===== src/lcmb_pkg.sv =====
package lcmb_pkg;

    localparam int unsigned CLK_HZ = 100000000;
    localparam int unsigned ENG_CLK_HZ = 32768;
    localparam int unsigned ENG_TICK_DIV = CLK_HZ / ENG_CLK_HZ;
    localparam logic [11:0] ENG_TICK_LAST = 12'(ENG_TICK_DIV - 1);
    localparam logic [4:0] SLOW_OP_TICKS = 5'h10;

    localparam int unsigned ROW_MSB = 6;
    localparam int unsigned LED_COUNT = 9;
    localparam int unsigned FADER_BIT = 9;
    localparam logic [6:0] SEL_FIRST = 7'h01;
    localparam logic [6:0] SEL_LAST = 7'h09;

    localparam logic [8:0] OP_LOAD_START = 9'h13c;
    localparam logic [8:0] OP_MAP_START = 9'h138;
    localparam logic [8:0] OP_LOAD_END = 9'h139;
    localparam logic [8:0] OP_MAP_SEL = 9'h13a;
    localparam logic [8:0] OP_ROW_STEP = 9'h13b;
    localparam logic [8:0] OP_LOAD_ADDR = 9'h13e;
    localparam logic [8:0] OP_MAP_ADDR = 9'h13f;
    localparam int unsigned STEP_DIR_BIT = 6;
    localparam int unsigned STEP_LOAD_BIT = 0;

    localparam logic [15:0] INSTR_RESTART = 16'h0000;
    localparam logic [15:0] INSTR_ALERT = 16'hc400;
    localparam logic [15:0] INSTR_SYNC_FLUSH = 16'he000;
    localparam logic [2:0] PFX_END = 3'h6;
    localparam logic [10:0] END_LOW_ZERO = 11'h000;
    localparam int unsigned END_ALERT_BIT = 12;
    localparam int unsigned END_RESET_BIT = 11;
    localparam logic [2:0] PFX_BRANCH = 3'h5;
    localparam logic [6:0] PFX_BRANCH_VAR = 7'h43;
    localparam logic [2:0] PFX_SYNC = 3'h7;
    localparam logic [4:0] PFX_SKIP = 5'h11;

    localparam int unsigned SYNC_WAIT_EXT_BIT = 12;
    localparam int unsigned SYNC_SEND_EXT_BIT = 6;

    localparam logic [1:0] SKIP_UNEQUAL = 2'h0;
    localparam logic [1:0] SKIP_BELOW = 2'h1;
    localparam logic [1:0] SKIP_AT_LEAST = 2'h2;
    localparam logic [1:0] SKIP_EQUAL = 2'h3;

    typedef enum logic [2:0]
    {
        ST_IDLE = 3'b001,
        ST_FETCH = 3'b010,
        ST_WAIT = 3'b100
    } lcmb_state_t;

endpackage


===== src/lcmb_tick_div.sv =====
`timescale 1ns/1ns
module lcmb_tick_div
    import lcmb_pkg::*;
(
    input wire logic clk,
    input wire logic rst_n,
    output logic tick
);

    logic [11:0] cnt_q;

    // The engine rate is a one-cycle pulse every ENG_TICK_DIV cycles.
    always_ff @(posedge clk)
    begin
        if (!rst_n)
        begin
            cnt_q <= 12'h000;
            tick <= 1'b0;
        end
        else if (cnt_q == ENG_TICK_LAST)
        begin
            cnt_q <= 12'h000;
            tick <= 1'b1;
        end
        else
        begin
            cnt_q <= cnt_q + 12'h001;
            tick <= 1'b0;
        end
    end

endmodule


===== src/lcmb_decode.sv =====
`timescale 1ns/1ns
// Notes on behaviour
// - Origin and final-row operations set table bounds, addresses 0 to 127.
// - Origin-and-activate records start and makes that row the active map.
// - Single attach connects one driver for select 1..9, else none.
// - Unmapped LEDs keep following their own duty register.
// - Detach-all removes every driver connection of this engine.
// - Row advance moves forward one, wrapping from end to start.
// - Row retreat moves back one, wrapping from start to end.
// - No duty value is pushed until a duty write or slope executes.
// - Advance-only and retreat-only step the pointer, leave connections.
// - Row-jump-activate loads pointer from bits 6:0 and activates it.
// - Row-jump-only loads pointer from bits 6:0, no activation.
// - Branch loads step number as offset from the program base.
// - Loop count sets repeats; every branch keeps its own tracking.
// - A branch occupies the engine for 16 engine clock cycles.
// - Skip prefix 10001, condition code, count, two variable fields.
// - Several drivers attach only through mapping table rows.
// - Table row bits 8:0 enable drivers, bit 9 enables master fader.
// - Engine 1 beats engines 2 and 3, engine 2 beats engine 3.
// - Host duty writes have no effect on engine-owned LEDs.
// - Sync wait bits: 7, 8, 9 for engines, 12 for external line.
module lcmb_decode
    import lcmb_pkg::*;
(
    input wire logic clk,
    input wire logic rst_n,
    input wire logic instr_valid,
    input wire logic [15:0] instr,
    output logic instr_ready,
    input wire logic [7:0] cur_pc,
    input wire logic [7:0] prog_base,
    output logic [1:0] var_sel,
    input wire logic [7:0] var_data,
    output logic pc_load,
    output logic [7:0] pc_target,
    output logic sram_rd,
    output logic [6:0] sram_addr,
    input wire logic [15:0] sram_rdata,
    input wire logic [8:0] higher_map,
    input wire logic [8:0] host_duty_we,
    input wire logic duty_push,
    output logic [8:0] led_map,
    output logic fader_en,
    output logic [8:0] led_own,
    output logic [8:0] duty_host_we_eff,
    output logic [8:0] duty_eng_we,
    output logic [6:0] row_ptr,
    output logic [6:0] table_start,
    output logic [6:0] table_end,
    output logic alert_pulse,
    output logic end_pulse,
    output logic end_alert,
    output logic end_reset,
    output logic sync_pulse,
    output logic [3:0] sync_wait,
    output logic [3:0] sync_send,
    output logic sync_flush_pulse,
    output logic skip_pulse,
    output logic [1:0] skip_cond,
    output logic [4:0] skip_count,
    output logic [1:0] skip_var1,
    output logic [1:0] skip_var2
);

    lcmb_state_t state_q;
    logic eng_tick;
    logic take;
    logic [8:0] op9;
    logic is_restart;
    logic is_alert;
    logic is_end;
    logic is_flush;
    logic is_sync;
    logic is_br;
    logic is_brv;
    logic is_skip;
    logic activating;
    logic slow_op;
    logic [6:0] step_row;
    logic [8:0] sel_map;
    logic [5:0] br_count;
    logic [6:0] br_step;
    logic [4:0] ticks_q;
    logic [5:0] loop_cnt_q [256];
    logic [255:0] loop_act_q;
    logic [15:0] instr_q;

    lcmb_tick_div u_tick
    (
        .clk(clk),
        .rst_n(rst_n),
        .tick(eng_tick)
    );

    assign instr_ready = (state_q == ST_IDLE);
    assign take = instr_valid && instr_ready;
    assign op9 = instr[15:7];
    assign var_sel = instr[1:0];

    always_comb
    begin
        is_restart = (instr == INSTR_RESTART);
        is_alert = (instr == INSTR_ALERT);
        is_flush = (instr == INSTR_SYNC_FLUSH);
        is_end = (instr[15:13] == PFX_END) && (instr[10:0] == END_LOW_ZERO);
        is_sync = (instr[15:13] == PFX_SYNC) && !is_flush;
        is_br = (instr[15:13] == PFX_BRANCH);
        is_brv = (instr[15:9] == PFX_BRANCH_VAR);
        is_skip = (instr[15:11] == PFX_SKIP);
        br_count = is_brv ? var_data[5:0] : instr[12:7];
        br_step = is_brv ? instr[8:2] : instr[6:0];
        activating = (op9 == OP_MAP_START) || (op9 == OP_MAP_ADDR)
            || ((op9 == OP_ROW_STEP) && !instr[STEP_LOAD_BIT]);
        slow_op = is_restart || is_end || is_br || is_brv || is_sync;
    end

    always_comb
    begin
        if (instr[STEP_DIR_BIT])
        begin
            step_row = (row_ptr == table_start) ? table_end
                : row_ptr - 7'h01;
        end
        else
        begin
            step_row = (row_ptr == table_end) ? table_start
                : row_ptr + 7'h01;
        end
    end

    // Only one driver can come out of a single attach.
    always_comb
    begin
        sel_map = 9'h000;
        if (instr[6:0] >= SEL_FIRST && instr[6:0] <= SEL_LAST)
        begin
            sel_map = 9'h001 << (instr[3:0] - 4'h1);
        end
    end

    always_ff @(posedge clk)
    begin
        if (!rst_n)
        begin
            state_q <= ST_IDLE;
            ticks_q <= 5'h00;
        end
        else
        begin
            unique case (state_q)
                ST_IDLE:
                begin
                    if (take && activating)
                    begin
                        state_q <= ST_FETCH;
                    end
                    else if (take && slow_op)
                    begin
                        state_q <= ST_WAIT;
                        ticks_q <= SLOW_OP_TICKS;
                    end
                end
                ST_FETCH:
                begin
                    state_q <= ST_IDLE;
                end
                ST_WAIT:
                begin
                    if (eng_tick)
                    begin
                        ticks_q <= ticks_q - 5'h01;
                        if (ticks_q == 5'h01)
                        begin
                            state_q <= ST_IDLE;
                        end
                    end
                end
                default:
                begin
                    state_q <= ST_IDLE;
                end
            endcase
        end
    end

    // Table bounds, row pointer and the row read.
    always_ff @(posedge clk)
    begin
        if (!rst_n)
        begin
            table_start <= 7'h00;
            table_end <= 7'h00;
            row_ptr <= 7'h00;
            sram_rd <= 1'b0;
            sram_addr <= 7'h00;
        end
        else
        begin
            sram_rd <= 1'b0;
            if (take)
            begin
                unique case (op9)
                    OP_LOAD_START: table_start <= instr[6:0];
                    OP_LOAD_END: table_end <= instr[6:0];
                    OP_MAP_START:
                    begin
                        table_start <= instr[6:0];
                        row_ptr <= instr[6:0];
                        sram_rd <= 1'b1;
                        sram_addr <= instr[6:0];
                    end
                    OP_ROW_STEP:
                    begin
                        row_ptr <= step_row;
                        sram_rd <= !instr[STEP_LOAD_BIT];
                        sram_addr <= step_row;
                    end
                    OP_LOAD_ADDR: row_ptr <= instr[6:0];
                    OP_MAP_ADDR:
                    begin
                        row_ptr <= instr[6:0];
                        sram_rd <= 1'b1;
                        sram_addr <= instr[6:0];
                    end
                    default:
                    begin
                    end
                endcase
            end
        end
    end

    // Active connections: from a fetched row or from a single attach.
    always_ff @(posedge clk)
    begin
        if (!rst_n)
        begin
            led_map <= 9'h000;
            fader_en <= 1'b0;
        end
        else if (state_q == ST_FETCH)
        begin
            led_map <= sram_rdata[LED_COUNT-1:0];
            fader_en <= sram_rdata[FADER_BIT];
        end
        else if (take && op9 == OP_MAP_SEL)
        begin
            led_map <= sel_map;
            fader_en <= 1'b0;
        end
    end

    assign led_own = led_map & ~higher_map;
    assign duty_host_we_eff = host_duty_we & ~led_own;
    assign duty_eng_we = duty_push ? led_own : 9'h000;

    // Each branch address keeps its own loop state, so nesting is unlimited.
    always_ff @(posedge clk)
    begin
        if (!rst_n)
        begin
            loop_act_q <= '0;
            for (int i = 0; i < 256; i++)
            begin
                loop_cnt_q[i] <= 6'h00;
            end
            pc_load <= 1'b0;
            pc_target <= 8'h00;
        end
        else
        begin
            pc_load <= 1'b0;
            if (take && is_restart)
            begin
                pc_load <= 1'b1;
                pc_target <= prog_base;
            end
            else if (take && (is_br || is_brv))
            begin
                pc_target <= prog_base + {1'b0, br_step};
                if (br_count == 6'h00)
                begin
                    pc_load <= 1'b1;
                end
                else if (!loop_act_q[cur_pc])
                begin
                    loop_act_q[cur_pc] <= 1'b1;
                    loop_cnt_q[cur_pc] <= br_count - 6'h01;
                    pc_load <= 1'b1;
                end
                else if (loop_cnt_q[cur_pc] == 6'h00)
                begin
                    loop_act_q[cur_pc] <= 1'b0;
                end
                else
                begin
                    loop_cnt_q[cur_pc] <= loop_cnt_q[cur_pc] - 6'h01;
                    pc_load <= 1'b1;
                end
            end
        end
    end

    // Flow-control events and their fields.
    always_ff @(posedge clk)
    begin
        if (!rst_n)
        begin
            instr_q <= 16'h0000;
            alert_pulse <= 1'b0;
            end_pulse <= 1'b0;
            end_alert <= 1'b0;
            end_reset <= 1'b0;
            sync_pulse <= 1'b0;
            sync_wait <= 4'h0;
            sync_send <= 4'h0;
            sync_flush_pulse <= 1'b0;
            skip_pulse <= 1'b0;
        end
        else
        begin
            alert_pulse <= take && is_alert;
            end_pulse <= take && is_end;
            sync_pulse <= take && is_sync;
            sync_flush_pulse <= take && is_flush;
            skip_pulse <= take && is_skip;
            if (take)
            begin
                instr_q <= instr;
            end
            if (take && is_end)
            begin
                end_alert <= instr[END_ALERT_BIT];
                end_reset <= instr[END_RESET_BIT];
            end
            if (take && is_sync)
            begin
                sync_wait <= {instr[SYNC_WAIT_EXT_BIT], instr[9:7]};
                sync_send <= {instr[SYNC_SEND_EXT_BIT], instr[3:1]};
            end
        end
    end

    assign skip_cond = instr_q[10:9];
    assign skip_count = instr_q[8:4];
    assign skip_var1 = instr_q[3:2];
    assign skip_var2 = instr_q[1:0];

    logic [4:0] seen_q;

    // Counts engine ticks spent busy, for checking only.
    always_ff @(posedge clk)
    begin
        if (!rst_n || state_q != ST_WAIT)
        begin
            seen_q <= 5'h00;
        end
        else if (eng_tick)
        begin
            seen_q <= seen_q + 5'h01;
        end
    end
endmodule


===== config.mk =====
export PLATFORM = sky130hd
export DESIGN_NAME = lcmb_decode
export DESIGN_NICKNAME = d
export VERILOG_FILES = /design/src/lcmb_pkg.sv /design/src/lcmb_tick_div.sv /design/src/lcmb_decode.sv
export SDC_FILE = /design/constraint.sdc
export NUM_CORES = 2
export LEC_CHECK = 0
export BUFFER_PORTS_ARGS = -buffer_cell sky130_fd_sc_hd__buf_4
export CAP_MARGIN = 20
export CORE_ASPECT_RATIO = 0.75
export CORE_MARGIN = 2
export CORE_UTILIZATION = 30
export CTS_CLUSTER_DIAMETER = 30
export DETAILED_ROUTE_END_ITERATION = 7
export HOLD_SLACK_MARGIN = 0.15
export PLACE_DENSITY = 0.49
export SETUP_SLACK_MARGIN = 0.1
export SLEW_MARGIN = 40
export SYNTH_ARGS = -nofsm -noshare
export SYNTH_HDL_FRONTEND = slang
export SYNTH_HIERARCHICAL = 1
export SYNTH_SLANG_ARGS = --single-unit
export TNS_END_PERCENT = 30

===== constraint.sdc =====
create_clock -name clk -period 8.2 [get_ports clk]
set_input_delay 0.82 -clock clk [delete_from_list [all_inputs] [get_ports clk]]
set_output_delay 0.82 -clock clk [all_outputs]
set_load 0.01 [all_outputs]

==> impl_results.md <==
* Layout cells sized above 1 at 0.2283
* Clk slew on worst S/H paths at 0.04 ns
* Min Clock Period, post-route at 6.234 ns
* CP dominant cell by count: buf_4
* Seq/Total Area, Yosys at 0.6187
* Via Count at 61,760
* Worst-Skew Late Latency at 0.88 ns
* Setup Fix Bufs, Post-CTS at 0
* DPL Wire Length at 199,000 um
* EDFF count, synth at 1,536
* Worst EP required at 8.77 ns
* PortBufs at 173
* Clock Path Buffers at 4
* DR WL/cell at 27.92 um
* Post-layout net count at 7,177
* Startpoint Class: input port
* Fin. Hold Viols at 0
* Initial Util at 0.3010
* Placed Instance Area at 91,760 um2
* Top Ports at 182
* Crit path max-delay family: buffers and inverters
* Status: complete, no violations
* Setup CP Type: input port to flip-flop
* Post-synth cell types at 70
* CP endpoint kind: flip-flop
* Final hold slack at 0.2282 ns
* TritonCTS Buffers at 372
* Fin. max-slew vios at 0
* Final setup violation count at 0
* Number of antenna violations at the first check in global routing at 26
* # DRC at 0
* First-pass GRT wire length at 445,600 um
* Register bit total from synthesis at 1,887
* Cell area after synthesis at 85,910 um2
* Area Overhead vs Synth at 21.89%
* Ys flop type: edfxtp_1
* DR iter-0 viols at 8,077
* CORE AREA at 285,400 um2
* Critical Path Max Stage Delay at 0.88 ns
* Hold crit path type: input port to flip-flop
* Site Rows at 170
* Multi-input logic area at 29,920 um2
* H-tree levels at 5
* PostCTS Resize Cnt at 0
* Setup tns final at 0 ns
* Dpl cells at 10,490
* Via density at 5.523
* GP Congestion at 0.8692
* Cell count after synthesis at 6,944
* Vias in the first global route at 60,590
* Critical path, cell by cell: buf_8, buf_16, buf_12, buf_4, mux4_2, a22oi_1, a21oi_1, o41ai_4, nand4_1, or2_2, nor4_4, buf_4, nor2_1, buf_4, nand2_2, buf_12, nor2_1
* DRT Pass-1 Iters at 6
* Syn. warnings at 6
* Die ar. at 290,700 um2
* TritonCTS clock tree: yes
* Final wirelength at 312,200 um
* Cts hold-fix bufs at 0
* Static leakage at 35.75 nW
* Cell area after layout at 104,700 um2
* Asr flop ratio synth at 0
* Most common cell after layout, fill and taps aside: edfxtp_1
* RSZ-0062 raised after global routing: false
* Filler cell count at 27,440
* Clock skew at 0.06498 ns
* Slew headroom at 0.3821
* Max Fanout on Critical Path at 33
* Peak Freq at 160.4 MHz
* Die width at 621.9 um
* Most frequent cells in the layout: 1,536 x edfxtp_1, 1,138 x nor2_1, 915 x nand2_1
* Root Buffer: clkbuf_16
* Total power at 28.08 mW
* Period utilization at 0.7602
* GRT Util Overall at 0.2098
* Register area at 53,150 um2
* Reg2Reg Setup Slack at 2.64 ns
* Die Height at 467.4 um
* Bufs and invs on worst path at 7
* Pwr dens at 268.2 nW/um2
* GRT overflow at 0
* Pin count of the biggest net entering global routing at 166
* Avg Cell Area, Syn at 12.37 um2
* Final Instance Count excl. Fillers at 11,180
* Post-Syn Nets at 7,039
* # clock sinks at 1,887
* Arr. time, crit path at 6.80 ns
* CP max-delay cell: o41ai_4
* Detail Route Antenna Nets at 0
* Max-cap violations at 0
* Worst-Margin Slew at 0.9011 ns
* VDD IR max at 0.0001663 V
-- layer usage --
layer | GRT usage | part of all wire
met5 | 0 | 0.00019
met2 | 0.3038 | 0.42
met1 | 0.3050 | 0.43
met3 | 0.06057 | 0.12
met4 | 0.05626 | 0.025
-- per-stage QoR --
stage,utilization,setup WS (ns)
global placement,0.3205,0.6334
detailed placement,0.3215,1.246
CTS,0.3666,2.137
global route,0.3668,1.691
floorplan,-,2.835
finish,0.3668,1.966
-- final cells by class --
cell class | count | area share
Clock inverter | 246 | 0.02857
Inverter | 19 | 0.0008244
Clock buffer | 436 | 0.09443
Sequential cell | 1887 | 0.5076
Multi-Input combinational cell | 4379 | 0.2857
Antenna cell | 7 | 0.0001673
Tap cell | 3784 | 0.04521
Timing Repair Buffer | 423 | 0.03752
-- worst register-to-register path, cell delays in order, from the launching register on --
cell and delay [ns]:
dfxtp_1 0.34, nor3b_1 0.55, nand2_1 0.65, a21o_1 0.57, a211oi_1 0.70, o31a_1 0.50
nand2_1 0.12, nand2_1 0.07, o21ai_0 0.10, ha_2 0.81, or3_1 0.75, nor2_1 0.11
-- Yosys cell counts (4+ instances only) --
| library cell | n | area share |
|---|---|---|
| o211ai_1 | 4 | 0.00035 |
| nand2_2 | 33 | 0.0024 |
| o21a_1 | 4 | 0.00035 |
| nand2_1 | 923 | 0.040 |
| or2_2 | 7 | 0.00051 |
| o31ai_1 | 4 | 0.00035 |
| buf_1 | 46 | 0.0020 |
| a31oi_1 | 6 | 0.00044 |
| inv_1 | 16 | 0.00070 |
| a22oi_1 | 146 | 0.013 |
| and4_1 | 4 | 0.00041 |
| or3_1 | 20 | 0.0015 |
| mux4_2 | 484 | 0.13 |
| and3_1 | 4 | 0.00029 |
| xor2_1 | 16 | 0.0016 |
| and2_1 | 37 | 0.0027 |
| nor2b_1 | 26 | 0.0019 |
| a211oi_1 | 15 | 0.0013 |
| nor2_1 | 1168 | 0.051 |
| ha_1 | 16 | 0.0023 |
| nand2b_1 | 9 | 0.00066 |
| nor4_1 | 10 | 0.00073 |
| nor3_1 | 515 | 0.030 |
| dfxtp_1 | 351 | 0.082 |
| a21o_1 | 6 | 0.00052 |
| buf_2 | 245 | 0.014 |
| nand4_1 | 26 | 0.0019 |
| a21oi_1 | 395 | 0.023 |
| or4_1 | 6 | 0.00052 |
| o41ai_1 | 18 | 0.0018 |
| edfxtp_1 | 1536 | 0.54 |
| xnor2_1 | 22 | 0.0022 |
| nor3_2 | 45 | 0.0052 |
| nand3_1 | 30 | 0.0017 |
| buf_4 | 62 | 0.0054 |
| buf_6 | 24 | 0.0031 |
| o21ai_0 | 286 | 0.017 |
| clkbuf_1 | 282 | 0.012 |
| mux2i_1 | 47 | 0.0055 |
-- worst paths after layout --
kind / from / cells after the start / endpoint
min: sram_rdata[9] / 3 / fader_en
max reg2reg: state_q[0] / 11 / loop_cnt_q[116][1]
max: cur_pc[0] / 17 / loop_cnt_q[172][0]
min reg2reg: instr_q[9] / 2 / instr_q[9]
-- report_power, final --
group	switching [mW]	internal, mW
sequential	0.0792	10.6
combinational	1.20	0.521
clock	5.34	10.3
-- cells by family (layout without fill, tap and decap cells) --
kind of cell	count (synthesis)	count (layout)	synth area share
and+or+nand+nor	2877	2877	0.1435
muxes	531	531	0.1324
buffers and inverters	678	1124	0.03800
DFF	1887	1887	0.6187
AOI/OAI and AO/OA	916	916	0.06102
other	0	7	0
adders and majority gates	17	17	0.002563
xor gates and xnor gates	38	38	0.003874
No activity file was read; power rests on OpenSTA's default activity.
